<file path="src/design/aifs_map.vh">
/*
 Register map, function codes and timing constants of the auxiliary input selector.
 Assumes a 100 MHz system clock and an APB slave with 32-bit data.
*/
`ifndef AIFS_MAP_VH
`define AIFS_MAP_VH

// ----------------------------------------------------------------
// Register byte offsets
// ----------------------------------------------------------------
`define AIFS_OFF_CTRL      12'h000
`define AIFS_OFF_STATUS    12'h004
`define AIFS_OFF_ALMDLY    12'h008
`define AIFS_OFF_CMD       12'h00C
`define AIFS_OFF_RELAY     12'h010
`define AIFS_OFF_SETTING   12'h014
`define AIFS_OFF_DEFAULT   12'h018

// ----------------------------------------------------------------
// Field positions
// ----------------------------------------------------------------
`define AIFS_CTRL_FSEL_LSB  0
`define AIFS_CTRL_FSEL_MSB  4
`define AIFS_CTRL_STARTUP   8
`define AIFS_CTRL_SERVICE   9
`define AIFS_CTRL_ALMLED    10
`define AIFS_CTRL_STOPPED   11
`define AIFS_CTRL_SESS_LSB  12
`define AIFS_CTRL_SESS_MSB  13
`define AIFS_CMD_STORE      0
`define AIFS_CMD_RESTORE    1
`define AIFS_ST_LEVEL       0
`define AIFS_ST_DOOR_OPEN   1
`define AIFS_ST_ALARM       2
`define AIFS_ST_STOP        3
`define AIFS_ST_NIGHT       4
`define AIFS_ST_APPALT      5
`define AIFS_ST_LIGHT       6
`define AIFS_ST_SEPALM      7
`define AIFS_ST_BLIND       8
`define AIFS_ST_DEFCNT_LSB  16
`define AIFS_ST_DEFCNT_MSB  23
`define AIFS_ST_CLNCNT_LSB  24
`define AIFS_ST_CLNCNT_MSB  31

// ----------------------------------------------------------------
// Function codes and sessions
// ----------------------------------------------------------------
`define AIFS_FN_STATUS    5'h01
`define AIFS_FN_DOOR      5'h02
`define AIFS_FN_ALARM     5'h03
`define AIFS_FN_DEFROST   5'h04
`define AIFS_FN_MAINSW    5'h05
`define AIFS_FN_NIGHT     5'h06
`define AIFS_FN_APPCHG    5'h07
`define AIFS_FN_LIGHT     5'h08
`define AIFS_FN_SEPALM    5'h09
`define AIFS_FN_CLEAN     5'h0A
`define AIFS_FN_BLIND     5'h0C
`define AIFS_FN_ALMLED    5'h11
`define AIFS_FN_OPLED     5'h12
`define AIFS_SESS_USER    2'h0
`define AIFS_SESS_SERVICE 2'h1
`define AIFS_SESS_OEM     2'h2

// ----------------------------------------------------------------
// Timing and reset values
// ----------------------------------------------------------------
`define AIFS_CLK_HZ        100000000
`define AIFS_QUAL_MS       1000
`define AIFS_MS_PER_S      1000
`define AIFS_QUAL_CYCLES   ((`AIFS_CLK_HZ / `AIFS_MS_PER_S) * `AIFS_QUAL_MS)
`define AIFS_MIN_SEC       60
`define AIFS_CTRL_RESET    32'h00000100
`define AIFS_ZERO          32'h00000000

`endif

</file>
<file path="src/design/aifs_top.v">
/*
 Auxiliary input qualifier and function selector with an APB register slave.
 Assumes the contact input is synchronous to clk_sys and a single clock domain.
*/
// Implementation choices: the placing of the registers and the APB interface to the registers.
`timescale 1ns/100ps
`include "aifs_map.vh"

module aifs_top #(
	parameter QUAL_CYCLES = `AIFS_QUAL_CYCLES,
	parameter SEC_CYCLES  = `AIFS_QUAL_CYCLES,
	parameter NRELAY      = 5
) (
	input  wire        clk_sys,
	input  wire        resetn,
	input  wire        psel,
	input  wire        penable,
	input  wire        pwrite,
	input  wire [11:0] paddr,
	input  wire [31:0] pwdata,
	output reg  [31:0] prdata,
	output reg         pready,
	output reg         pslverr,
	input  wire        aux_input,
	output reg         aux_pin_out,
	output reg         aux_pin_oe_n,
	input  wire [NRELAY-1:0] relay_req,
	output reg  [NRELAY-1:0] relay_out,
	output reg         door_open,
	output reg         input_alarm,
	output reg         defrost_start,
	output reg         force_stop,
	output reg         night_setback,
	output reg         app_alternate,
	output reg         light_on,
	output reg         separate_alarm,
	output reg         clean_step,
	output reg         blind_down,
	output reg         restore_pulse
);

	// ----------------------------------------------------------------
	// Register state
	// ----------------------------------------------------------------
	reg [31:0] ctrl_reg;
	reg [7:0]  input_alarm_delay_reg;
	reg [NRELAY-1:0] service_relay_reg;
	reg [31:0] setting_reg;
	reg [31:0] default_reg;
	reg [7:0]  defrost_cnt_reg;
	reg [7:0]  clean_cnt_reg;
	reg [31:0] qual_cnt_reg;
	reg        level_reg;
	reg        level_d_reg;
	reg [31:0] sec_cnt_reg;
	reg [7:0]  min_cnt_reg;
	reg [7:0]  alm_min_reg;

	wire [4:0] fsel    = ctrl_reg[`AIFS_CTRL_FSEL_MSB:`AIFS_CTRL_FSEL_LSB];
	wire [1:0] session = ctrl_reg[`AIFS_CTRL_SESS_MSB:`AIFS_CTRL_SESS_LSB];
	wire       startup = ctrl_reg[`AIFS_CTRL_STARTUP];
	wire       service = ctrl_reg[`AIFS_CTRL_SERVICE];
	wire       wr_en   = psel & penable & pwrite;
	wire       rise    = level_reg & ~level_d_reg;

	function sel_is;
		input [4:0] f;
		input [4:0] code;
		begin
			sel_is = (f == code);
		end
	endfunction

	wire wr_cmd    = wr_en && (paddr == `AIFS_OFF_CMD);
	wire store_ok  = wr_cmd && pwdata[`AIFS_CMD_STORE] && (session == `AIFS_SESS_OEM);
	wire restore_ok = wr_cmd && pwdata[`AIFS_CMD_RESTORE] &&
		((session == `AIFS_SESS_OEM) || (session == `AIFS_SESS_SERVICE));

	// ----------------------------------------------------------------
	// Input qualification
	// ----------------------------------------------------------------
	// Raw input high means closed contact, i.e. ON
	always @(posedge clk_sys or negedge resetn) begin
		if (!resetn) begin
			qual_cnt_reg <= `AIFS_ZERO;
			level_reg    <= 1'b0;
			level_d_reg  <= 1'b0;
		end else begin
			level_d_reg <= level_reg;
			if (aux_input == level_reg) begin
				qual_cnt_reg <= `AIFS_ZERO;
			end else if (qual_cnt_reg >= QUAL_CYCLES - 1) begin
				level_reg    <= aux_input;
				qual_cnt_reg <= `AIFS_ZERO;
			end else begin
				qual_cnt_reg <= qual_cnt_reg + 32'h00000001;
			end
		end
	end

	// ----------------------------------------------------------------
	// Alarm delay timer, in minutes of qualified ON time
	// ----------------------------------------------------------------
	always @(posedge clk_sys or negedge resetn) begin
		if (!resetn) begin
			sec_cnt_reg <= `AIFS_ZERO;
			min_cnt_reg <= 8'h00;
			alm_min_reg <= 8'h00;
		end else if (!(level_reg && sel_is(fsel, `AIFS_FN_ALARM))) begin
			sec_cnt_reg <= `AIFS_ZERO;
			min_cnt_reg <= 8'h00;
			alm_min_reg <= 8'h00;
		end else if (sec_cnt_reg >= SEC_CYCLES - 1) begin
			sec_cnt_reg <= `AIFS_ZERO;
			if (min_cnt_reg >= `AIFS_MIN_SEC - 1) begin
				min_cnt_reg <= 8'h00;
				if (alm_min_reg != 8'hFF)
					alm_min_reg <= alm_min_reg + 8'h01;
			end else begin
				min_cnt_reg <= min_cnt_reg + 8'h01;
			end
		end else begin
			sec_cnt_reg <= sec_cnt_reg + 32'h00000001;
		end
	end

	// ----------------------------------------------------------------
	// Function routing
	// ----------------------------------------------------------------
	// Codes 0, 1, 11, 13, 14, 21-23 fall through to no action
	always @(posedge clk_sys or negedge resetn) begin
		if (!resetn) begin
			door_open      <= 1'b0;
			input_alarm    <= 1'b0;
			defrost_start  <= 1'b0;
			force_stop     <= 1'b0;
			night_setback  <= 1'b0;
			app_alternate  <= 1'b0;
			light_on       <= 1'b0;
			separate_alarm <= 1'b0;
			clean_step     <= 1'b0;
			blind_down     <= 1'b0;
			aux_pin_out    <= 1'b0;
			aux_pin_oe_n   <= 1'b1;
			defrost_cnt_reg <= 8'h00;
			clean_cnt_reg  <= 8'h00;
		end else begin
			door_open      <= sel_is(fsel, `AIFS_FN_DOOR) & level_reg;
			input_alarm    <= sel_is(fsel, `AIFS_FN_ALARM) & level_reg &
				(alm_min_reg >= input_alarm_delay_reg);
			defrost_start  <= sel_is(fsel, `AIFS_FN_DEFROST) & rise;
			force_stop     <= sel_is(fsel, `AIFS_FN_MAINSW) & ~level_reg;
			night_setback  <= sel_is(fsel, `AIFS_FN_NIGHT) & level_reg;
			app_alternate  <= sel_is(fsel, `AIFS_FN_APPCHG) & level_reg;
			light_on       <= sel_is(fsel, `AIFS_FN_LIGHT) & level_reg;
			separate_alarm <= sel_is(fsel, `AIFS_FN_SEPALM) & ~level_reg;
			clean_step     <= sel_is(fsel, `AIFS_FN_CLEAN) & rise;
			if (sel_is(fsel, `AIFS_FN_DEFROST) && rise)
				defrost_cnt_reg <= defrost_cnt_reg + 8'h01;
			if (sel_is(fsel, `AIFS_FN_CLEAN) && rise)
				clean_cnt_reg <= clean_cnt_reg + 8'h01;
			if (sel_is(fsel, `AIFS_FN_BLIND) && rise)
				blind_down <= ~blind_down;
			// Pin is only driven in the LED modes; otherwise it is an input
			if (sel_is(fsel, `AIFS_FN_ALMLED)) begin
				aux_pin_oe_n <= 1'b0;
				aux_pin_out  <= ctrl_reg[`AIFS_CTRL_ALMLED];
			end else if (sel_is(fsel, `AIFS_FN_OPLED)) begin
				aux_pin_oe_n <= 1'b0;
				aux_pin_out  <= ~ctrl_reg[`AIFS_CTRL_STOPPED];
			end else begin
				aux_pin_oe_n <= 1'b1;
				aux_pin_out  <= 1'b0;
			end
		end
	end

	// ----------------------------------------------------------------
	// Relay gating
	// ----------------------------------------------------------------
	genvar gi;
	generate
		for (gi = 0; gi < NRELAY; gi = gi + 1) begin : g_relay
			always @(posedge clk_sys or negedge resetn) begin
				if (!resetn)
					relay_out[gi] <= 1'b0;
				else if (startup)
					relay_out[gi] <= 1'b0;
				else if (service)
					relay_out[gi] <= service_relay_reg[gi];
				else
					relay_out[gi] <= relay_req[gi];
			end
		end
	endgenerate

	// ----------------------------------------------------------------
	// APB slave and settings store
	// ----------------------------------------------------------------
	always @(posedge clk_sys or negedge resetn) begin
		if (!resetn) begin
			ctrl_reg              <= `AIFS_CTRL_RESET;
			input_alarm_delay_reg <= 8'h00;
			service_relay_reg     <= {NRELAY{1'b0}};
			setting_reg           <= `AIFS_ZERO;
			default_reg           <= `AIFS_ZERO;
			restore_pulse         <= 1'b0;
			prdata                <= `AIFS_ZERO;
			pready                <= 1'b0;
			pslverr               <= 1'b0;
		end else begin
			restore_pulse <= restore_ok;
			// Zero-wait slave: pready rises in the setup cycle's following edge
			pready  <= psel & ~penable;
			pslverr <= 1'b0;
			if (psel && !penable) begin
				case (paddr)
				`AIFS_OFF_CTRL:    prdata <= ctrl_reg;
				`AIFS_OFF_STATUS:  prdata <= {clean_cnt_reg, defrost_cnt_reg, 7'h00,
					blind_down, separate_alarm, light_on, app_alternate,
					night_setback, force_stop, input_alarm, door_open,
					level_reg};
				`AIFS_OFF_ALMDLY:  prdata <= {24'h000000, input_alarm_delay_reg};
				`AIFS_OFF_CMD:     prdata <= `AIFS_ZERO;
				`AIFS_OFF_RELAY:   prdata <= {{(32-NRELAY){1'b0}}, relay_out};
				`AIFS_OFF_SETTING: prdata <= setting_reg;
				`AIFS_OFF_DEFAULT: prdata <= default_reg;
				default: begin
					prdata  <= `AIFS_ZERO;
					pslverr <= 1'b1;
				end
				endcase
			end
			if (wr_en && paddr == `AIFS_OFF_CTRL)
				ctrl_reg <= pwdata;
			if (wr_en && paddr == `AIFS_OFF_ALMDLY)
				input_alarm_delay_reg <= pwdata[7:0];
			if (wr_en && paddr == `AIFS_OFF_RELAY)
				service_relay_reg <= pwdata[NRELAY-1:0];
			if (store_ok)
				default_reg <= setting_reg;
			if (restore_ok)
				setting_reg <= default_reg;
			else if (wr_en && paddr == `AIFS_OFF_SETTING)
				setting_reg <= pwdata;
		end
	end

endmodule

</file>
<file path="config.mk">
export PLATFORM = sky130hd
export DESIGN_NAME = aifs_top
export DESIGN_NICKNAME = d
export VERILOG_FILES = /design/src/design/aifs_top.v
export VERILOG_INCLUDE_DIRS = /design/src /design/src/design
export SDC_FILE = /design/constraint.sdc
export NUM_CORES = 1
export LEC_CHECK = 0
export BUFFER_PORTS_ARGS = -buffer_cell sky130_fd_sc_hd__buf_2
export CORE_AREA = 2 2 153 155
export DETAILED_ROUTE_END_ITERATION = 12
export DIE_AREA = 0 0 155 157
export PLACE_DENSITY = 0.76
export SLEW_MARGIN = 10
export SYNTH_ARGS = -nofsm -noshare
export SYNTH_HDL_FRONTEND = slang
export SYNTH_SLANG_ARGS = --single-unit
</file>
<file path="constraint.sdc">
create_clock -name clk_sys -period 2.2 [get_ports clk_sys]
set_input_delay 0.11 -clock clk_sys [delete_from_list [all_inputs] [get_ports clk_sys]]
set_output_delay 0.11 -clock clk_sys [all_outputs]
set_load 0.02 [all_outputs]
</file>
==> metrics, run 1 <==
hold endpoint pslverr; most frequent cells in the layout 257 x dfrtp_1, 127 x nand2_1, 105 x buf_2; synth-to-layout area growth 21.9%; Slew HR about 58%; Hold Crit Start paddr[2]; final setup TNS -0.0381 ns; FF/Latch Area between 6000 and 7000 sq um; final setup vio count 6; nets@finish 1394; top-area cell type share of the netlist area 53.0%; combinational power share 4.3%; Fmax approximately 450 MHz; final setup margin -0.0114 ns; wirelength, routed 30500 um; EDFF count, synth 0; Mean Syn Cell Area roughly 11 sq um; WL/cell around 19 um; reg2reg start sec_cnt_reg[28]; Seq pwr share around half; Netlist cell types 71; ratio of cells with drive above 1 in the final layout a little over a fifth; Int Power approximately 7600 uW; drt drc 0; RSZ-0062 raised after global routing true; initial DRC count between 700 and 800; area of the mapped netlist around 12000 sq um; drt first pass iters 5; clock skew 0.0436 ns; WP data arrival around 2.6 ns; Die H between 150 and 200 um; Seq cells post-synth around 260; Non-Filler Instances 1630; number of warnings issued by yosys 0; R2R depth 6; period utilization 101%; post-synthesis sequential area ratio 53.5%; CP Launch Type register; worst reg2reg path endpoint min_cnt_reg[4]; row count 55; placed cell count approximately 1500; Max Cap Violations 0; Net Sw Power approximately 2200 uW; total CTS buffers 28; violated checks setup timing; worst endpoint required time ~2.6 ns; HPWL after detailed placement just over 20000 um; pin count of the biggest net entering global routing 65; worst vdd ir between 0.0006 and 0.0007 V; status finished, violations left; routed via count roughly 9600; fill count between 1500 and 2000; CTS tree done; grt ovf 0; clk sinks approximately 260; Pleak roughly 0.0070 uW; first-pass GRT wire length roughly 50000 um; CP max FO 3; top post-synthesis cells by area dfrtp_1 53%, mux2_2 4.3%, nand2_1 3.9%; clock root cell clkbuf_16; Final Hold Fails 0; Core ar. ~23000 sq um; H-tree Lvls 1; Worst-Skew Late Latency about 0.56 ns; hold crit path type in2reg; die width 155 um; measured slew at the worst slew-check pin a little over 0.6 ns; switching share of power between 20 and 25%; Initial Utilization 53.9%; reg-to-reg slack, setup -0.01 ns; WHS Path Cells 3; Crit Path Class reg2reg; pwr dens ~660 nW/um^2; Clk network pwr share between 40% and 50%; combined area of the multi-input logic cells 5430 sq um; commonest non-fill, non-tap cell in the layout dfrtp_1; die area between 20000 and 25000 sq um; Vias/cell 5.90; post-route ant nets 0; Reg clk slew, reported paths ~0.06 ns; cells along the critical path or4_4 > or2_4 > or4b_4 > buf_6 > o2111ai_2 > o21ai_1; Crit-path slowest cell or4_4; CP endpoint kind register; Primary FF master, synth dfrtp_1; Synth Instances ~1100; GRT Resource Usage Total around 26%; CP peak stage delay 0.54 ns; initial antenna violation count 3; input/output buffers around 110; vias in the first global route ~10000; asr flop ratio synth 100%; post-layout min period between 2 and 2.5 ns; I/O pins between 100 and 150; Setup Buffers After CTS 0; leading area contributor after synthesis dfrtp_1; Final Max Slew Viols 0; CTS Buffer Depth 3; Placer Congestion between 0.8 and 0.9
-- how the worst max path moves through the flow --
| stage | endpoint | cells past startpoint | startpoint | slack (ns) |
|---|---|---|---|---|
| final | min_cnt_reg[4] | 6 | sec_cnt_reg[28] | -0.01 |
| after global routing | alm_min_reg[1] | 5 | sec_cnt_reg[28] | -0.09 |
| after CTS | alm_min_reg[1] | 5 | sec_cnt_reg[28] | -0.002 |
| after detailed placement | min_cnt_reg[4] | 6 | sec_cnt_reg[28] | -0.17 |
| after global placement | default_reg[25] | 6 | paddr[1] | -0.13 |
| after floorplan | sec_cnt_reg[12] | 6 | sec_cnt_reg[28] | -0.04 |
-- power by group through the flow --
| stage | logic (uW) | registers, uW | clock network, uW |
|---|---|---|---|
| 2_1_floorplan | 101 | 4910 | 0 |
| 3_3_place_gp | 357 | 4900 | 0 |
| 3_5_place_dp | 361 | 4900 | 0 |
| 4_1_cts | 423 | 4820 | 4580 |
| 5_1_grt | 463 | 4820 | 4780 |
| 6_report | 423 | 4820 | 4510 |
-- cell type report --
cell class | count | share of cell area, %
Antenna cell | 3 | 0.0508
Clock buffer | 42 | 5.44
Clock inverter | 6 | 0.491
Inverter | 24 | 0.610
Multi-Input combinational cell | 803 | 36.7
Sequential cell | 259 | 43.9
Tap cell | 285 | 2.41
Timing Repair Buffer | 208 | 10.4
-- repair_timing --
action                                 CTS  global route
endpoints found under the hold margin  257             0
resized for setup                       13            12
cloned                                   0             0
hold buffers                            42             0
setup endpoints to repair               14            42
pin swaps                                3             4
-- cells in the mapped netlist (4+ instances only) --
cell type  count
or3_1          4
nand3_1       56
clkbuf_1      34
nand4_1       23
o21ai_1        4
nand3b_1       5
ha_1          15
a22o_1         4
nor4_1        16
a222oi_1       7
nand2_1      127
a21oi_1       56
and4_1         9
dfrtp_1      257
xor2_1        39
o22ai_1        4
a31oi_1        7
mux2_1        31
a22oi_1       52
nor2_1        87
mux2_2        46
and2_1         6
xnor2_1       25
o21ai_0       46
o2111ai_1      8
o41ai_1        4
inv_1         24
mux2i_1       13
nand2b_1      10
nor3_1         7
o31ai_1        4
and3_1        23
buf_2         16
-- worst max-delay path: cells and delay by family (launching register included) --
| kind | cells | cell delay (ns) |
|---|---|---|
| buffers and inverters | 1 | 0.15 |
| AOI/OAI and AO/OA | 2 | 0.26 |
| DFF | 1 | 0.36 |
| and+or+nand+nor | 3 | 1.31 |
-- per-stage QoR --
stage	setup WS, ns	power (uW)	util, %	hold slack [ns]	instance area (sq um)
2_1_floorplan	-0.0412	5010	-	-0.186	12200
3_3_place_gp	-0.131	5260	59.4	0.0954	13400
3_5_place_dp	-0.173	5260	59.4	0.0943	13400
4_1_cts	-0.00223	9820	65.4	0.00553	14700
5_1_grt	-0.0881	10100	65.7	0.0314	14800
6_report	-0.0114	9750	65.7	0.0185	14800
-- per-layer routing --
| metal | GRT usage [%] | vias up | routed length, um |
|---|---|---|---|
| met2 | 43.5 | 334 | 14900 |
| met3 | 4.07 | 61 | 1770 |
| li1 | - | 4470 | - |
| met5 | 0 | - | 0 |
| met1 | 33.7 | 4744 | 13100 |
| met4 | 8.33 | 0 | 804 |
-- kinds of logic after synthesis --
group,Yosys count,synth area share (%)
simple gates,405,17.1
flops,259,53.5
compound gates,218,11.8
mux,91,8.41
buf+inv,82,2.98
xor+xnor,64,4.62
fa+ha+maj,15,1.55
other cells,1,0.0309
Power figures use the tool's default switching activity.
==> run 2: changes to the inputs <==
Settings changed: BUFFER_PORTS_ARGS -buffer_cell sky130_fd_sc_hd__buf_2 to -buffer_cell sky130_fd_sc_hd__clkbuf_2.
Clock period 2.2 ns to 2.03 ns, I/O delays scaled along.
==> metrics, run 2 (synthesized netlist as in run 1, its figures left out) <==
Pleak 0.00710 uW; Die H roughly 160 um; initial antenna violation count 0; combinational power share 4.5%; I/O pins 107; Seq pwr share approximately half; H-tree Lvls 1; Inserted Diodes 0; Fmax approximately 460 MHz; drt first pass iters 5; most frequent cells in the layout 256 x dfrtp_1, 127 x nand2_1, 105 x clkbuf_2; placed inst area approximately 14000 sq um; clock root cell clkbuf_16; total CTS buffers 27; CP max FO 7; first-pass GRT wire length 52100 um; post-layout min period around 2.2 ns; CP endpoint kind register; GRT Resource Usage Total 26.6%; status finished, violations left; worst endpoint required time approximately 2.4 ns; Slew HR 63.9%; Initial Utilization 53.9%; vias in the first global route just over 10000; fill count 1631; Non-Filler Instances ~1700; clk sinks ~260; post-layout power 10500 uW; violated checks setup timing; worst vdd ir approximately 0.00050 V; commonest non-fill, non-tap cell in the layout dfrtp_1; Int Power 8180 uW; pin count of the biggest net entering global routing between 60 and 70; CTS Buffer Depth 3; switching share of power between 20% and 30%; WP data arrival about 2.6 ns; RSZ-0062 raised after global routing true; WL/cell roughly 19 um; Clk network pwr share 45.8%; Net Sw Power 2320 uW; initial DRC count between 800 and 900; nets@finish between 1000 and 1500; input/output buffers roughly 110; period utilization 107%; pwr dens 691 nW/um^2; Reg clk slew, reported paths approximately 0.06 ns; clock skew ~0.021 ns; Vias/cell 5.91; Max Cap Violations 0; Final Max Slew Viols 0; routed via count 9780; Finished Core Util between 60% and 70%; CTS tree done; CP Launch Type register; HPWL after detailed placement 21200 um; die width 155 um; wirelength, routed 32000 um; placed cell count 1558; row count 55; post-route ant nets 0; synth-to-layout area growth 25.3%; Worst-Skew Late Latency between 0.5 and 0.6 ns; grt ovf 0; ratio of cells with drive above 1 in the final layout 25.8%; drt drc 0; hold crit path type in2reg; design area ~15000 sq um; Final Hold Fails 0; Crit Path Class reg2reg; pre-CTS setup slack -0.334 ns; measured slew at the worst slew-check pin between 0.5 and 0.6 ns; final setup vio count 14; die area between 20000 and 25000 sq um; Core ar. about 23000 sq um; final setup margin -0.144 ns; Placer Congestion roughly 0.86
[run 2: changes by cell type in the layout (fill, tap and decap cells not counted), sizes merged]
cell      previous run  this run
diode                3         0
clkinvlp             0         2
o21ai               51        52
clkbuf              42       143
clkinv               4         7
inv                 25        24
buf                166        88
[run 2: repair_timing]
| action | 4_1_cts | 5_1_grt |
|---|---|---|
| setup buffers | 4 | 2 |
| endpoints found under the hold margin | 340 | 0 |
| pin swaps | 11 | 8 |
| setup endpoints to repair | 45 | 41 |
| cloned | 1 | 0 |
| hold buffers | 42 | 0 |
| resized for setup | 7 | 14 |
[run 2: worst max-delay path, stage by stage, from the launching register on]
cell,delay [ns]
dfrtp_1,0.36
or4_4,0.53
or2_4,0.24
or4b_4,0.56
o21ai_4,0.25
o41ai_2,0.11
[run 2: power groups by stage]
stage          clock (uW)  combinational (uW)  sequential [uW]
4_1_cts              4880                 470             5220
3_3_place_gp            0                 398             5310
5_1_grt              5120                 516             5220
2_1_floorplan           0                 113             5320
3_5_place_dp            0                 402             5310
6_report             4810                 471             5220
[run 2: area by class of cell]
class,instances,area (sq um),share of cell area (%)
clock buffer,38,787,5.18
clock inverter,10,80.1,0.527
inverter,24,90.1,0.593
multi-input combinational,804,5660,37.3
sequential,259,6480,42.7
tap,285,357,2.35
timing repair buffer,235,1730,11.4
[run 2: metal layers]
| layer | part of all wire, % | global-route usage, % |
|---|---|---|
| met5 | 0 | 0 |
| met4 | 1.8 | 7.36 |
| met3 | 5.5 | 3.99 |
| met2 | 50 | 46.1 |
| met1 | 42 | 35.0 |
[run 2: metrics by stage]
stage	TNS (ns)	hold slack, ns
2_1_floorplan	-8.95	-0.194
3_3_place_gp	-25.34	0.0770
3_5_place_dp	-26.50	0.0809
4_1_cts	-1.59	0.00396
5_1_grt	-3.25	0.0143
6_report	-1.49	0.0323
[run 2: path summary, 6_finish.rpt]
| path | slack [ns] | to | from | cells past startpoint |
|---|---|---|---|---|
| worst max-delay path | -0.14 | alm_min_reg[4] | sec_cnt_reg[28] | 5 |
| worst min-delay path | 0.03 | pready | psel | 3 |
| worst max register to register | -0.14 | alm_min_reg[4] | sec_cnt_reg[28] | 5 |
| worst min register to register | 0.48 | sec_cnt_reg[0] | sec_cnt_reg[0] | 1 |
| max in group asynchronous | 1.14 | aux_pin_oe_n | resetn | 3 |
| min in group asynchronous | 0.11 | default_reg[23] | resetn | 2 |
==> run 3: changes to the inputs <==
Settings changed: CORE_AREA 2 2 153 155 to 2 2 152 154, CTS_BUF_LIST from default to sky130_fd_sc_hd__clkbuf_2, DIE_AREA 0 0 155 157 to 0 0 154 156, PLACE_DENSITY 0.76 to 0.77, SKIP_LAST_GASP from default to 1.
==> metrics, run 3 (synthesized netlist as in run 1, its figures left out) <==
CP peak stage delay 0.55 ns; ratio of cells with drive above 1 in the final layout 28.7%; FF/Latch Area ~6500 sq um; measured slew at the worst slew-check pin 0.620 ns; pwr dens ~620 nW/um^2; commonest non-fill, non-tap cell in the layout dfrtp_1; Die H 156 um; wirelength, routed approximately 32000 um; drt drc 0; clock root cell clkbuf_2; status finished, violations left; input/output buffers 106; most frequent cells in the layout 257 x dfrtp_1, 201 x clkbuf_2, 127 x nand2_1; worst endpoint required time approximately 2.7 ns; post-layout power ~9300 uW; nets@finish 1466; Fmax about 450 MHz; clock skew roughly 0.07 ns; post-layout min period 2.20 ns; Placer Congestion around 0.87; placed inst area between 10000 and 15000 sq um; pin count of the biggest net entering global routing between 60 and 70; total CTS buffers 67; first-pass GRT wire length approximately 53000 um; Slew HR 58.4%; CP Launch Type register; die area 24000 sq um; period utilization 108%; hold crit path type in2reg; final setup margin -0.172 ns; Max Cap Violations 0; I/O pins ~110; RSZ-0062 raised after global routing true; hold_ws about 0.065 ns; cells along the critical path or4_4 > or2_4 > or4b_4 > o21ai_2 > o31ai_1; grt ovf 0; Worst-Skew Late Latency 0.84 ns; H-tree Lvls 3; post-route ant nets 0; synth-to-layout area growth 24.0%; GRT Resource Usage Total a little over a quarter; WL/cell approximately 19 um; clk sinks 259; CTS Buffer Depth 3; Vias/cell approximately 6; HPWL after detailed placement about 21000 um; vias in the first global route 10500; row count 55; initial antenna violation count 4; CTS tree done; Core ar. 22400 sq um; design area around 15000 sq um; Pleak around 0.0072 uW; violated checks setup timing; drt first pass iters 5; worst vdd ir 0.000368 V; final setup vio count 39; Crit-path slowest cell or4b_4; Crit Path Class reg2reg; fill count 1690; CP endpoint kind register; die width around 150 um; Reg clk slew, reported paths 0.09 ns; Final Max Slew Viols 0; WP data arrival between 2 and 3 ns; initial DRC count around 920; Initial Utilization between 50% and 60%; Final Hold Fails 0; routed via count slightly above 10000; combined area of the multi-input logic cells around 5700 sq um; CP max FO 6
-- run 3: final timing paths --
check	startpoint	depth (start not counted)	to	slack (ns)
max	sec_cnt_reg[28]	5	alm_min_reg[1]	-0.17
min	pwdata[23]	3	ctrl_reg[23]	0.06
max reg2reg	sec_cnt_reg[28]	5	alm_min_reg[1]	-0.17
min reg2reg	sec_cnt_reg[0]	1	sec_cnt_reg[0]	0.48
max in group asynchronous	resetn	4	default_reg[11]	1.16
min in group asynchronous	resetn	4	prdata[29]	0.39
-- run 3: final cells by class --
type | instances | share of cell area, %
Clock inverter | 11 | 0.633
Inverter | 24 | 0.599
Clock buffer | 96 | 3.20
Antenna cell | 4 | 0.0666
Tap cell | 285 | 2.37
Multi-Input combinational cell | 804 | 37.7
Timing Repair Buffer | 240 | 12.3
Sequential cell | 259 | 43.1
-- run 3: timing repair --
item | in CTS | in global routing
setup endpoints to repair | 15 | 46
gates resized for setup | 11 | 15
hold buffers | 52 | 0
pin swaps | 10 | 7
hold endpoints to repair | 421 | 0
setup buffers | 3 | 1
gates cloned | 1 | 0
-- run 3: metal layers --
layer | GRT usage (%) | share of wire (%)
met1 | 33.6 | 41
met2 | 46.3 | 49
met3 | 6.36 | 6.9
met4 | 12.5 | 3.2
met5 | 0 | 0
-- run 3: worst max-delay path, delay by kind of cell (launching register included) --
| kind | cells | cell delay [ns] |
|---|---|---|
| AND/OR/NAND/NOR | 3 | 1.36 |
| AO/OA/AOI/OAI | 2 | 0.34 |
| flip-flops | 1 | 0.38 |
-- run 3: report_power, final --
| group | total, uW | switching (uW) | leakage [uW] | internal, uW |
|---|---|---|---|---|
| Sequential | 5220 | 28.8 | 0.00353 | 5190 |
| Combinational | 494 | 303 | 0.00318 | 191 |
| Clock | 3630 | 2130 | 0.000452 | 1490 |
| Total | 9340 | 2470 | 0.00716 | 6870 |
-- run 3: through the flow --
stage / cells / TNS [ns] / setup WS [ns] / util, %
after global placement: 1555 / -25.19 / -0.329 / 61.6
after CTS: 1718 / -2.11 / -0.173 / 66.9
after detailed placement: 1555 / -29.20 / -0.366 / 61.6
final: 1723 / -3.26 / -0.172 / 67.2
after global routing: 1723 / -6.85 / -0.278 / 67.2
after floorplan: 1144 / -8.95 / -0.214 / -
